[src/design/fprc_defines.svh]
`ifndef FPRC_DEFINES_SVH
`define FPRC_DEFINES_SVH

// ------------------------------------------------------------
// Geometry
// ------------------------------------------------------------
`define FPRC_NPORT 4'h4
`define FPRC_CNT_W 32

// ------------------------------------------------------------
// Register byte offsets
// ------------------------------------------------------------
`define FPRC_ADR_CTRL 8'h00
`define FPRC_ADR_PSEL 8'h04
`define FPRC_ADR_DEFPRI 8'h08
`define FPRC_ADR_REGEN 8'h0c
`define FPRC_ADR_QMAP 8'h10
`define FPRC_ADR_STAT 8'h14
`define FPRC_ADR_DEFALL 8'h18
`define FPRC_ADR_CNT_HI 2'h1

// ------------------------------------------------------------
// Field positions and reset values
// ------------------------------------------------------------
`define FPRC_CTRL_VIEW 0
`define FPRC_STAT_ERR 0
`define FPRC_REGEN_RST 24'hfac688
`define FPRC_QMAP_RST 16'hfa41
`define FPRC_DEFPRI_RST 3'h0
`define FPRC_PSEL_RST 4'h0

`endif

[src/design/fprc_pkg.sv]
package fprc_pkg;
  typedef logic [2:0] fprc_pri_t;
  typedef logic [1:0] fprc_q_t;
  typedef logic [7:0][2:0] fprc_rgtab_t;
  typedef logic [7:0][1:0] fprc_qtab_t;
  typedef enum {KIND_RX, KIND_TX, KIND_FLT, KIND_FWD} fprc_kind_e;
endpackage : fprc_pkg

[src/design/fprc_ctr_if.sv]
`timescale 1ns/1ps
`default_nettype none
interface fprc_ctr_if;
  logic ev;
  logic clr;
  logic cleared;
  logic [31:0] value;
  modport ctr (input ev, input clr, input cleared, output value);
  modport src (output ev, output clr, output cleared, input value);
endinterface : fprc_ctr_if
`default_nettype wire

[src/design/fprc_ctr.sv]
`timescale 1ns/1ps
`default_nettype none
`include "fprc_defines.svh"
module fprc_ctr
  import fprc_pkg::*;
(
  input wire logic clk_i,
  input wire logic rst_i,
  fprc_ctr_if.ctr bus
);
  logic [`FPRC_CNT_W-1:0] total_q;
  logic [`FPRC_CNT_W-1:0] snap_q;

  always_ff @(posedge clk_i) begin
    if (rst_i) begin
      total_q <= '0;
    end else begin
      total_q <= total_q + {31'h0, bus.ev};
    end
  end

  always_ff @(posedge clk_i) begin
    if (rst_i) begin
      snap_q <= '0;
    end else if (bus.clr) begin
      snap_q <= total_q;
    end
  end

  assign bus.value = bus.cleared ? total_q - snap_q : total_q;

  // ------------------------------------------------------------
  // Checks
  // ------------------------------------------------------------
  // counts every event
  AST_CTR_INC: assert property (@(posedge clk_i) disable iff (rst_i)
    bus.ev |=> total_q == $past(total_q) + 32'h1)
    else $error("counter missed an event");
  AST_CTR_WRAP: assert property (@(posedge clk_i) disable iff (rst_i)
    (total_q == 32'hffffffff) && bus.ev |=> total_q == 32'h0)
    else $error("counter did not wrap");
  AST_CTR_CLR: assert property (@(posedge clk_i) disable iff (rst_i)
    bus.clr && !bus.ev ##1 bus.cleared |-> bus.value == 32'h0)
    else $error("cleared view not zero");
  AST_CTR_KEEP: assert property (@(posedge clk_i) disable iff (rst_i)
    bus.clr && bus.ev |=> (total_q - snap_q) == 32'h1 && total_q == $past(total_q) + 32'h1)
    else $error("total lost by clear");
  COV_CTR_CLR_EV: cover property (@(posedge clk_i) disable iff (rst_i) bus.clr && bus.ev);
endmodule : fprc_ctr
`default_nettype wire

[src/design/fprc_top.sv]
`timescale 1ns/1ps
`default_nettype none
`include "fprc_defines.svh"
module fprc_top
  import fprc_pkg::*;
(
  input wire logic MCLK_I,
  input wire logic RST_I,
  input wire logic WB_CYC_I,
  input wire logic WB_STB_I,
  input wire logic WB_WE_I,
  input wire logic [7:0] WB_ADR_I,
  input wire logic [3:0] WB_SEL_I,
  input wire logic [31:0] WB_DAT_I,
  output logic [31:0] WB_DAT_O,
  output logic WB_ACK_O,
  input wire logic CL_VALID_I,
  input wire logic [1:0] CL_PORT_I,
  input wire logic CL_HAS_PRI_I,
  input wire logic [2:0] CL_PRI_I,
  input wire logic CL_OUT_TAGGED_I,
  output logic CL_VALID_O,
  output logic [2:0] CL_PRI_O,
  output logic [1:0] CL_QUEUE_O,
  output logic CL_WRITE_TAG_O,
  input wire logic [3:0] TXQ_PEND_I,
  output logic TXQ_VALID_O,
  output logic [1:0] TXQ_SEL_O,
  input wire logic [3:0] EV_RX_I,
  input wire logic [3:0] EV_TX_I,
  input wire logic [3:0] EV_FLT_I,
  input wire logic [3:0] EV_FWD_I
);
  // ------------------------------------------------------------
  // Bus slave
  // ------------------------------------------------------------
  logic ack_q;
  logic [31:0] dat_q;
  logic req;
  logic rd_ld;
  logic wr_en;
  logic [31:0] wmask;
  logic [31:0] rd_cur;
  logic [31:0] wv;
  logic hit_ctrl;
  logic hit_psel;
  logic hit_def;
  logic hit_regen;
  logic hit_qmap;
  logic hit_stat;
  logic hit_defall;
  logic hit_cnt;
  logic [3:0] cnt_idx;

  assign req = WB_CYC_I & WB_STB_I;
  assign rd_ld = req & ~ack_q;
  // The write lands on the edge where the master sees ack.
  assign wr_en = req & WB_WE_I & ack_q;
  assign wmask = {{8{WB_SEL_I[3]}}, {8{WB_SEL_I[2]}}, {8{WB_SEL_I[1]}}, {8{WB_SEL_I[0]}}};
  assign hit_ctrl = WB_ADR_I == `FPRC_ADR_CTRL;
  assign hit_psel = WB_ADR_I == `FPRC_ADR_PSEL;
  assign hit_def = WB_ADR_I == `FPRC_ADR_DEFPRI;
  assign hit_regen = WB_ADR_I == `FPRC_ADR_REGEN;
  assign hit_qmap = WB_ADR_I == `FPRC_ADR_QMAP;
  assign hit_stat = WB_ADR_I == `FPRC_ADR_STAT;
  assign hit_defall = WB_ADR_I == `FPRC_ADR_DEFALL;
  assign hit_cnt = (WB_ADR_I[7:6] == `FPRC_ADR_CNT_HI) && (WB_ADR_I[1:0] == 2'h0);
  assign cnt_idx = WB_ADR_I[5:2];

  always_ff @(posedge MCLK_I) begin
    if (RST_I) begin
      ack_q <= 1'b0;
    end else begin
      ack_q <= rd_ld;
    end
  end

  always_ff @(posedge MCLK_I) begin
    if (RST_I) begin
      dat_q <= '0;
    end else if (rd_ld) begin
      dat_q <= rd_cur;
    end
  end

  assign WB_ACK_O = ack_q;
  assign WB_DAT_O = dat_q;

  // ------------------------------------------------------------
  // Control, port select and error state
  // ------------------------------------------------------------
  logic view_q;
  logic [3:0] psel_q;
  logic err_q;
  logic [1:0] sel_port;
  logic wr_ctrl;
  logic wr_psel;
  logic wr_stat;
  logic bad_port;
  logic clr_pulse;

  assign wr_ctrl = wr_en & hit_ctrl;
  assign wr_psel = wr_en & hit_psel;
  assign wr_stat = wr_en & hit_stat;
  assign bad_port = wr_psel & (wv[3:0] >= `FPRC_NPORT);
  assign clr_pulse = wr_ctrl & wv[`FPRC_CTRL_VIEW];
  assign sel_port = psel_q[1:0];

  always_ff @(posedge MCLK_I) begin
    if (RST_I) begin
      view_q <= 1'b0;
    end else if (wr_ctrl) begin
      view_q <= wv[`FPRC_CTRL_VIEW];
    end
  end

  always_ff @(posedge MCLK_I) begin
    if (RST_I) begin
      psel_q <= `FPRC_PSEL_RST;
    end else if (wr_psel && !bad_port) begin
      psel_q <= wv[3:0];
    end
  end

  always_ff @(posedge MCLK_I) begin
    if (RST_I) begin
      err_q <= 1'b0;
    end else begin
      err_q <= bad_port | (err_q & ~(wr_stat & wv[`FPRC_STAT_ERR]));
    end
  end

  // ------------------------------------------------------------
  // Per-port priority tables
  // ------------------------------------------------------------
  fprc_rgtab_t regen_q [4];
  fprc_qtab_t qmap_q [4];
  fprc_pri_t defpri_q [4];
  logic wr_def;
  logic wr_regen;
  logic wr_qmap;
  logic wr_defall;

  assign wr_def = wr_en & hit_def;
  assign wr_regen = wr_en & hit_regen;
  assign wr_qmap = wr_en & hit_qmap;
  assign wr_defall = wr_en & hit_defall;

  for (genvar g = 0; g < 4; g++) begin : g_port
    logic mine;
    assign mine = sel_port == 2'(g);

    always_ff @(posedge MCLK_I) begin
      if (RST_I) begin
        regen_q[g] <= `FPRC_REGEN_RST;
      end else if (wr_regen && mine) begin
        regen_q[g] <= wv[23:0];
      end
    end

    always_ff @(posedge MCLK_I) begin
      if (RST_I) begin
        qmap_q[g] <= `FPRC_QMAP_RST;
      end else if (wr_qmap && mine) begin
        qmap_q[g] <= wv[15:0];
      end
    end

    always_ff @(posedge MCLK_I) begin
      if (RST_I) begin
        defpri_q[g] <= `FPRC_DEFPRI_RST;
      end else if (wr_defall || (wr_def && mine)) begin
        defpri_q[g] <= wv[2:0];
      end
    end

    AST_REGEN_RST: assert property (@(posedge MCLK_I)
      $fell(RST_I) |-> regen_q[g] == `FPRC_REGEN_RST)
      else $error("regeneration table not identity after reset");
    AST_QMAP_RST: assert property (@(posedge MCLK_I)
      $fell(RST_I) |-> qmap_q[g] == `FPRC_QMAP_RST)
      else $error("queue map defaults wrong after reset");
    AST_DEFPRI_RST: assert property (@(posedge MCLK_I)
      $fell(RST_I) |-> defpri_q[g] == 3'h0)
      else $error("default priority not zero after reset");
  end

  // ------------------------------------------------------------
  // Read selection
  // ------------------------------------------------------------
  logic [31:0] cnt_val [16];

  assign rd_cur = hit_ctrl ? {31'h0, view_q} :
                  hit_psel ? {28'h0, psel_q} :
                  hit_def ? {29'h0, defpri_q[sel_port]} :
                  hit_regen ? {8'h0, regen_q[sel_port]} :
                  hit_qmap ? {16'h0, qmap_q[sel_port]} :
                  hit_stat ? {31'h0, err_q} :
                  hit_cnt ? cnt_val[cnt_idx] :
                  32'h0;
  // Byte lanes not enabled take the register's present read value; DEFALL reads as zero, so its disabled lanes write zero.
  assign wv = (rd_cur & ~wmask) | (WB_DAT_I & wmask);

  // ------------------------------------------------------------
  // Classification stage
  // ------------------------------------------------------------
  fprc_pri_t pri_in;
  fprc_pri_t pri_rg;
  fprc_q_t queue_sel;
  fprc_pri_t def_pri_rg;
  logic cl_valid_q;
  fprc_pri_t cl_pri_q;
  fprc_q_t cl_queue_q;
  logic cl_tag_q;

  assign pri_in = CL_HAS_PRI_I ? CL_PRI_I : defpri_q[CL_PORT_I];
  assign pri_rg = regen_q[CL_PORT_I][pri_in];
  assign queue_sel = qmap_q[CL_PORT_I][pri_rg];
  assign def_pri_rg = regen_q[CL_PORT_I][defpri_q[CL_PORT_I]];

  always_ff @(posedge MCLK_I) begin
    if (RST_I) begin
      cl_valid_q <= 1'b0;
      cl_pri_q <= '0;
      cl_queue_q <= '0;
      cl_tag_q <= 1'b0;
    end else begin
      cl_valid_q <= CL_VALID_I;
      if (CL_VALID_I) begin
        cl_pri_q <= pri_rg;
        cl_queue_q <= queue_sel;
        cl_tag_q <= CL_OUT_TAGGED_I;
      end
    end
  end

  assign CL_VALID_O = cl_valid_q;
  assign CL_PRI_O = cl_pri_q;
  assign CL_QUEUE_O = cl_queue_q;
  assign CL_WRITE_TAG_O = cl_tag_q;

  // ------------------------------------------------------------
  // Transmit queue selection
  // ------------------------------------------------------------
  logic txq_valid_q;
  fprc_q_t txq_sel_q;
  fprc_q_t txq_pick;

  assign txq_pick = TXQ_PEND_I[3] ? 2'h3 :
                    TXQ_PEND_I[2] ? 2'h2 :
                    TXQ_PEND_I[1] ? 2'h1 : 2'h0;

  always_ff @(posedge MCLK_I) begin
    if (RST_I) begin
      txq_valid_q <= 1'b0;
      txq_sel_q <= '0;
    end else begin
      txq_valid_q <= |TXQ_PEND_I;
      txq_sel_q <= txq_pick;
    end
  end

  assign TXQ_VALID_O = txq_valid_q;
  assign TXQ_SEL_O = txq_sel_q;

  // ------------------------------------------------------------
  // Frame counters
  // ------------------------------------------------------------
  logic [3:0][3:0] ev_all;

  assign ev_all[KIND_RX] = EV_RX_I;
  assign ev_all[KIND_TX] = EV_TX_I;
  assign ev_all[KIND_FLT] = EV_FLT_I;
  assign ev_all[KIND_FWD] = EV_FWD_I;

  for (genvar k = 0; k < 4; k++) begin : g_kind
    for (genvar p = 0; p < 4; p++) begin : g_cnt
      fprc_ctr_if cif ();
      assign cif.ev = ev_all[k][p];
      assign cif.clr = clr_pulse;
      assign cif.cleared = view_q;
      assign cnt_val[k * 4 + p] = cif.value;
      fprc_ctr u_ctr (
        .clk_i (MCLK_I),
        .rst_i (RST_I),
        .bus (cif.ctr)
      );
    end
  end

  // ------------------------------------------------------------
  // Checks
  // ------------------------------------------------------------
  // queue from regenerated
  AST_CL_QUEUE: assert property (@(posedge MCLK_I) disable iff (RST_I)
    CL_VALID_I && !wr_en |=> CL_QUEUE_O == qmap_q[$past(CL_PORT_I)][CL_PRI_O])
    else $error("queue not taken from regenerated priority");
  AST_CL_DEFAULT: assert property (@(posedge MCLK_I) disable iff (RST_I)
    CL_VALID_I && !CL_HAS_PRI_I |=> CL_VALID_O && CL_PRI_O == $past(def_pri_rg))
    else $error("untagged frame ignored port default");
  AST_CL_TAG: assert property (@(posedge MCLK_I) disable iff (RST_I)
    CL_VALID_I |=> CL_WRITE_TAG_O == $past(CL_OUT_TAGGED_I))
    else $error("tag rewrite flag wrong");
  AST_PSEL_BAD: assert property (@(posedge MCLK_I) disable iff (RST_I)
    bad_port |=> err_q && $stable(psel_q) ##1 (err_q || $past(wr_stat)))
    else $error("bad port not rejected");
  AST_TXQ_TOP: assert property (@(posedge MCLK_I) disable iff (RST_I)
    TXQ_PEND_I[3] |=> TXQ_VALID_O && TXQ_SEL_O == 2'h3)
    else $error("highest queue not selected");
  AST_BUS_ACK: assert property (@(posedge MCLK_I) disable iff (RST_I)
    rd_ld |=> WB_ACK_O ##1 !WB_ACK_O)
    else $error("bus ack not one cycle");
  COV_BAD_PORT: cover property (@(posedge MCLK_I) disable iff (RST_I) bad_port);
  COV_CLEAR: cover property (@(posedge MCLK_I) disable iff (RST_I) clr_pulse ##[1:400] wr_ctrl && !wv[0]);
  COV_UNTAGGED: cover property (@(posedge MCLK_I) disable iff (RST_I) CL_VALID_I && !CL_HAS_PRI_I);
endmodule : fprc_top
`default_nettype wire

[config.mk]
export PLATFORM = sky130hd
export DESIGN_NAME = fprc_top
export DESIGN_NICKNAME = d
export VERILOG_FILES = /design/src/design/fprc_pkg.sv /design/src/design/fprc_ctr_if.sv /design/src/design/fprc_ctr.sv /design/src/design/fprc_top.sv
export VERILOG_INCLUDE_DIRS = /design/src /design/src/design
export SDC_FILE = /design/constraint.sdc
export NUM_CORES = 2
export LEC_CHECK = 0
export BUFFER_PORTS_ARGS = -buffer_cell sky130_fd_sc_hd__buf_4
export CORE_ASPECT_RATIO = 1.25
export CORE_MARGIN = 2
export CORE_UTILIZATION = 30
export DETAILED_ROUTE_END_ITERATION = 8
export PLACE_DENSITY = 0.52
export RECOVER_POWER = 50
export SLEW_MARGIN = 20
export SYNTH_ARGS = -nofsm -noshare
export SYNTH_HDL_FRONTEND = slang
export SYNTH_HIERARCHICAL = 1
export SYNTH_SLANG_ARGS = --single-unit
[constraint.sdc]
create_clock -name MCLK_I -period 14.9 [get_ports MCLK_I]
set_clock_uncertainty 0.05 [all_clocks]
set_input_delay 0.745 -clock MCLK_I [delete_from_list [all_inputs] [get_ports MCLK_I]]
set_output_delay 0.745 -clock MCLK_I [all_outputs]
set_load 0.005 [all_outputs]
Word level (Yosys, flattened, before mapping)
Memory sizes are Yosys's and may differ from the RTL's. A register that Yosys moved wholly into a read port is not among the register bits.
Index checks and enable logic that the tools add are counted.
{ "op_classes": {"addsub": 32, "magnitude_cmp": 4, "eq_ne": 10, "n_mux": 90, "bitwise_logic": 35, "n_reduce_logical": 23} }
{ "ops": {"columns": ["operator", "count"], "rows": [
  ["$mux 32", 25],
  ["$add 32x1->32", 16],
  ["$sub 32x32->32", 16],
  ["$bmux 32 s4", 1],
  ["$mux 24", 4],
  ["$mux 16", 4],
  ["$and 24x24->24", 2],
  ["$mux 1", 39],
  ["$eq 8x5->1 const B", 3],
  ["$not 24->24", 1],
  ["$or 24x24->24", 1],
  ["$mux 2", 9],
  ["$mux 3", 6],
  ["$eq 8x4->1 const B", 2],
  ["$and 1x1->1", 15],
  ["$logic_and 1x1->1", 14],
  ["$or 1x1->1", 13],
  ["$bmux 3 s3", 1],
  ["$eq 8x3->1 const B", 1],
  ["$logic_not 8->1", 1],
  ["$lt 3x4->1 const B", 2],
  ["$bmux 2 s3", 1],
  ["$ge 5x5->1 const B", 1],
  ["$not 4->5", 1],
  ["8 further kinds", 15]
]} }
{ "word_totals": {"regBits": 1073, "ramBits": 172, "in_bits": 77, "word_cells": 240, "memories": 3} }
{ "memory_table": {"columns": ["memory", "words", "word_bits", "rd", "rd_ports_with_merged_regs", "write_ports", "line", "source"], "rows": [
  ["regen_q", 4, 24, 2, 1, 4, "fprc_top.sv:136", "fprc_rgtab_t regen_q [4];"],
  ["qmap_q", 4, 16, 2, 1, 4, "fprc_top.sv:137", "fprc_qtab_t qmap_q [4];"],
  ["defpri_q", 4, 3, 2, 1, 4, "fprc_top.sv:138", "fprc_pri_t defpri_q [4];"]
]} }

Longest topological paths before layout
{ "logic_depth": {"depth_word": 20, "mapped_depth": 17, "mapped_depth_nobuf": 17} }

By module
The synthesis kept the hierarchy.
{ "modules_own_cells": {"columns": ["module", "n_inst", "cells_per_inst", "area_per_inst_um2"], "rows": [
  ["fprc_ctr at g_kind[0].g_cnt[0].u_ctr ...", 13, 587, 4725.8],
  ["fprc_top", 1, 1109, 15198.3],
  ["fprc_ctr at g_kind[3].g_cnt[1].u_ctr ...", 3, 575, 4700.8]
]} }

Worst setup path after synthesis
OpenSTA, ideal clock, no wires.
{ "synth_timing": {"kind": "register to register", "from": "register view_q (netlist: g_kind[0].g_cnt[0].cif.cleared)", "to": "register g_kind[0].g_cnt[0].u_ctr.snap_q[25]", "arrival_ps": 5108, "required_time_ps": 14722, "slack_ps": 9614, "path_stages_with_launch": 16, "n_path_buf": 4, "cell_sequence": "dfxtp_1 clkbuf_1 clkbuf_1 a21oi_1 mux4_2 mux4_2 nand2_1 o2111ai_1 a32o_1 mux2i_1 or3_1 inv_1 clkbuf_1 buf_1 mux2i_1 nor2_1"} }
{ "synth_via": {"elab_chain_len": 14, "word_cells_on_any_way": 29} }
{ "synth_lines": {"columns": ["element", "line", "source"], "rows": [
  ["from (decl)", "fprc_top.sv:92", "logic view_q;"],
  ["from (signal assigned)", "fprc_top.sv:113", "view_q <= wv[`FPRC_CTRL_VIEW];"],
  ["$mux 32", "fprc_ctr.sv:30", "assign bus.value = bus.cleared ? total_q - snap_q : total_q;"],
  ["net g_kind[3].g_cnt[3].cif.value[0]", "fprc_ctr_if.sv:7", "logic [31:0] value;"],
  ["$bmux 32 s4", "fprc_top.sv:199", "hit_cnt ? cnt_val[cnt_idx] :"],
  ["$mux 32 (not written as such) (2 in series)", "fprc_top.sv:199", null],
  ["$mux 32", "fprc_top.sv:199", null],
  ["$mux 32", "fprc_top.sv:198", "hit_stat ? {31'h0, err_q} :"],
  ["$mux 32", "fprc_top.sv:197", "hit_qmap ? {16'h0, qmap_q[sel_port]} :"],
  ["$mux 32", "fprc_top.sv:196", "hit_regen ? {8'h0, regen_q[sel_port]} :"],
  ["$mux 32", "fprc_top.sv:195", "hit_def ? {29'h0, defpri_q[sel_port]} :"],
  ["$mux 32", "fprc_top.sv:194", "hit_psel ? {28'h0, psel_q} :"],
  ["$mux 32", "fprc_top.sv:193", "assign rd_cur = hit_ctrl ? {31'h0, view_q} :"],
  ["$and 24x24->24", "fprc_top.sv:202", "assign wv = (rd_cur & ~wmask) | (WB_DAT_I & wmask);"],
  ["$or 24x24->24", "fprc_top.sv:202", null],
  ["$and 1x1->1", "fprc_top.sv:106", "assign clr_pulse = wr_ctrl & wv[`FPRC_CTRL_VIEW];"],
  ["net clr_pulse", "fprc_top.sv:100", "logic clr_pulse;"],
  ["to (signal assigned)", "fprc_ctr.sv:26", "snap_q <= total_q;"],
  ["to (decl)", "fprc_ctr.sv:12", "logic [`FPRC_CNT_W-1:0] snap_q;"]
]} }
The timed path passes the listed nets, and every way through them passes these cells. The select of a mux whose other input is x is not followed.
A chain may end at the register's enable or synchronous reset.

Worst setup path after layout
{ "layout_timing": {"from": "input RST_I", "to": "register g_kind[2].g_cnt[0].u_ctr.snap_q[26]"} }
{ "layout_lines": {"columns": ["element", "line", "source"], "rows": [
  ["from (decl)", "fprc_top.sv:8", "input wire logic RST_I,"],
  ["to (signal assigned)", "fprc_ctr.sv:26", null],
  ["to (decl)", "fprc_ctr.sv:12", null]
]} }
No word-level cell between the ends.

==> metrics.yaml <==
outcome:
  status: "finished, violations left"
  violations: "max-capacitance violations, max-slew violations"
die:
  start_util_pct: 30.2
  rows: 225
  dieHeight_um: 619
  core_mm2: 0.301
  dieWidth_um: 496
  die-area_mm2: 0.307
  io-pin-count: 120
cts:
  clock_sinks: 1247
  post_cts_buffers: 0
  clock_latency_ps: 850
  hold_buffers: 0
  cts_root_buffer: "clkbuf_16"
  clockBufferDepth: 4
  htreeDepth: 4
  clk_pin_slew_ps: 60
  cts_resized: 0
  cts_inserted_buffers: 152
  cts_tree: "done"
synth:
  syn_nets: 11100
  synth.top_cell.area_share_pct: 23.7
  ys_warn_count: 6
  syn_area_mm2: 0.0907
  yosys.cell_types.count: 94
  synth-simple-area-share_pct: 19.4
  synth.avg_cell_area_um2: 8.67
  synthTopCellsByArea: "dfxtp_1, ha_1, nor2_1, mux2i_1, mux4_2"
  synthCells: 10500
  yosys.area.top_type: "dfxtp_1"
  synthAdderAreaFrac_pct: 7.63
  synth_xor_area_share_pct: 7.56
  ys_async_sr_fraction_pct: 0
  synthMuxAreaShare_pct: 16.2
  synth_compound_area_share_pct: 14.6
  ys_ff_latch: 1247
  synthFlopType: "dfxtp_1"
  ys_seq_area_share_pct: 29.4
  synth_top_family_by_area: "simple AND/OR/NAND/NOR gates"
  synth-edff-count: 172
layout:
  fin_util_pct: 33.2
  n_fill_cell: 31600
  areaGrowthSynthToFinish_pct: 9.92
  drive_above_1_share_pct: 11.5
  nets: 10900
  final_cell_area_mm2: 0.0997
setup_path:
  cp_data_required_time_ps: 15510
  critical_path_arrival_ps: 10700
  criticalPathCategory: "in -> reg"
  worstSetupStartpoint: "RST_I"
  rr_worst_depth: 17
  slowest_stage: "clkbuf_1"
  r2r_start: "g_kind[0].g_cnt[0].cif.cleared"
  endpoint_kind: "flop"
  crit_path_max_incr_delay_ps: 4020
  worstPathCellList: "clkbuf_1, clkbuf_1, clkbuf_1, buf_12, buf_4, nor2_1"
  crit_fanout: 185
  critPathMostFrequentCell: "clkbuf_1"
  crit_path_start_kind: "primary input"
drt:
  drt_iter0_markers: 4716
  routed_wirelength_mm: 268
  vias: 73300
  drc: 0
  wl_per_cell_um: 18.6
  via_per_inst: 5.10
  first_pass_iters: 6
  ant_nets: 0
worst_hold_path:
  min_from: "TXQ_PEND_I[3]"
  min_path_cells: 3
  hp-class: "in -> reg"
place:
  io_buffers: 110
  dp_hpwl_mm: 199
  dpl-instance-area_mm2: 0.0949
  gp_congestion: 0.908
power_and_ir_drop:
  leakage_nw: 37.1
  max-vdd-ir-drop_uv: 86.3
  p_per_area_mw_per_mm2: 77.9
timing:
  tightest_slew_ps: 5890
  max_freq_mhz: 99.2
  fin_setup_tns_ps: 0
  finalSetupViolations: 0
  drv_slew: 461
  post-route-min-period_ps: 10080
  fin_crit_sh_pct: 67.7
  rsz0062_at_grt: "false"
  final-hold-violation-count: 0
  slew_headroom_pct: -293
global_route:
  grt_max_degree: 186
  grt_first_pass_wirelength_mm: 413
  antenna_found_initial: 15
  grt.overflow.total: 0
  grt_pass1_vias: 69500
  grt_usage_pct: 16.9
flow_run:
  cap_violations: 8
area by class of cell:
type                            instances  area (um2)  share of cell area [%]
Clock inverter                         84         902                   0.905
Tap cell                             3972        4970                    4.98
Multi-Input combinational cell       8080       59400                    59.5
Antenna cell                            6        15.0                  0.0151
Sequential cell                      1247       26700                    26.8
Timing Repair Buffer                  162        1230                    1.24
Clock buffer                          183        4110                    4.12
Inverter                              648        2440                    2.45
through the flow:
| stage | total power, W | worst slack, ps | cells | hold WS [ps] |
|---|---|---|---|---|
| 2_1_floorplan | 0.00386 | 9610 | 10500 | 394 |
| 3_3_place_gp | 0.00400 | 7950 | 14100 | 419 |
| 3_5_place_dp | 0.00400 | 7930 | 14100 | 422 |
| 4_1_cts | 0.00789 | 7850 | 14400 | 40.3 |
| 5_1_grt | 0.00805 | 3890 | 14400 | 117 |
| 6_report | 0.00777 | 4820 | 14400 | 94.2 |
cell usage in the layout (no fill, tap or decap), types with 32 or more instances in the layout:
master,netlist,routed
nor2_1,1562,1561
dfxtp_1,1075,1072
inv_1,648,647
nand2_1,630,630
mux2i_1,563,563
a21oi_1,560,560
ha_1,528,528
xnor2_1,406,406
xor2_1,377,377
o21ai_0,327,327
nand3_1,322,322
mux2_2,287,287
mux4_2,243,243
a21o_1,173,173
edfxtp_1,172,172
nand4_1,158,158
clkbuf_16,0,155
and3_1,142,142
nor3_1,136,136
nor2b_1,128,128
nand2b_1,124,124
buf_4,9,100
o21a_1,93,93
or3_1,84,84
and4_1,81,81
and2_1,73,73
o31ai_1,56,56
a211o_1,52,52
o211ai_1,51,51
o2111ai_1,50,50
clkbuf_1,316,42
a21oi_2,42,42
a21boi_0,40,40
nor4_1,41,39
a22oi_1,37,37
a31oi_1,37,37
o21ai_1,36,36
clkinv_2,0,34
a211oi_1,32,32
worst paths after layout:
check / endpoint / slack, ps
setup reg to reg: g_kind[2].g_cnt[2].u_ctr/snap_q[18] / 7680
setup / recovery: g_kind[2].g_cnt[0].u_ctr/snap_q[26] / 4820
hold / removal: TXQ_SEL_O[0] / 90
hold reg to reg: psel_q[2] / 430
cells in the mapped netlist, drive strengths merged, types with 32 or more instances:
library cell	instances
xnor2	406
mux2	289
dfxtp	1075
nand3	322
or3	87
nor2	1575
mux4	244
o21bai	32
and3	155
o31ai	62
xor2	377
a21oi	602
nor4	41
and2	75
nand4	158
o2111ai	63
mux2i	576
a21o	202
a21boi	69
buf	161
o21ai	380
nor3	141
ha	528
a22oi	37
a211oi	61
inv	648
clkbuf	316
and4	81
a211o	52
edfxtp	172
o211ai	68
nand2	633
o21a	93
nand2b	124
a31oi	40
nor2b	128
cells by family (layout without fill, tap and decap cells):
kind of cell | after synthesis | count (layout)
other cells | 0 | 6
xor+xnor | 783 | 783
mux | 1109 | 1109
flops | 1247 | 1247
fa+ha+maj | 544 | 544
compound gates | 1945 | 1945
simple gates | 3699 | 3699
buf+inv | 1138 | 1077
worst max-delay path: cells and delay by family:
kind	cells	cell delay [ps]
and+or+nand+nor	1	110
buffers and inverters	5	9450
registers in the layout, indices dropped and copies added, names as in the netlist, named ones only:
name	flops
g_kind.g_cnt.u_ctr/snap_q	512
g_kind.g_cnt.u_ctr/total_q	512
regen_q	96
qmap_q	64
WB_DAT_O	32
defpri_q	12
psel_q	4
CL_PRI_O	3
CL_QUEUE_O	2
TXQ_SEL_O	2
CL_VALID_O	1
CL_WRITE_TAG_O	1
TXQ_VALID_O	1
WB_ACK_O	1
err_q	1
g_kind.g_cnt.cif.cleared	1
power by group:
| part | total [W] | internal, W | switching, W |
|---|---|---|---|
| Combinational | 0.000474 | 0.000188 | 0.000286 |
| Clock | 0.00384 | 0.00225 | 0.00159 |
| Sequential | 0.00345 | 0.00343 | 0.0000219 |
| Total | 0.00777 | 0.00587 | 0.00190 |
metal layers:
metal | wire, um | track usage (%) | up-vias | share of wire, %
met5 | 13 | 0 | - | 0.0048
met4 | 9920 | 6.18 | 2 | 3.7
met3 | 10100 | 1.87 | 317 | 3.8
met2 | 128000 | 28.7 | 1246 | 48
met1 | 120000 | 22.0 | 35000 | 45
li1 | - | - | 36800 | -
(Power assumes the default switching activity.)
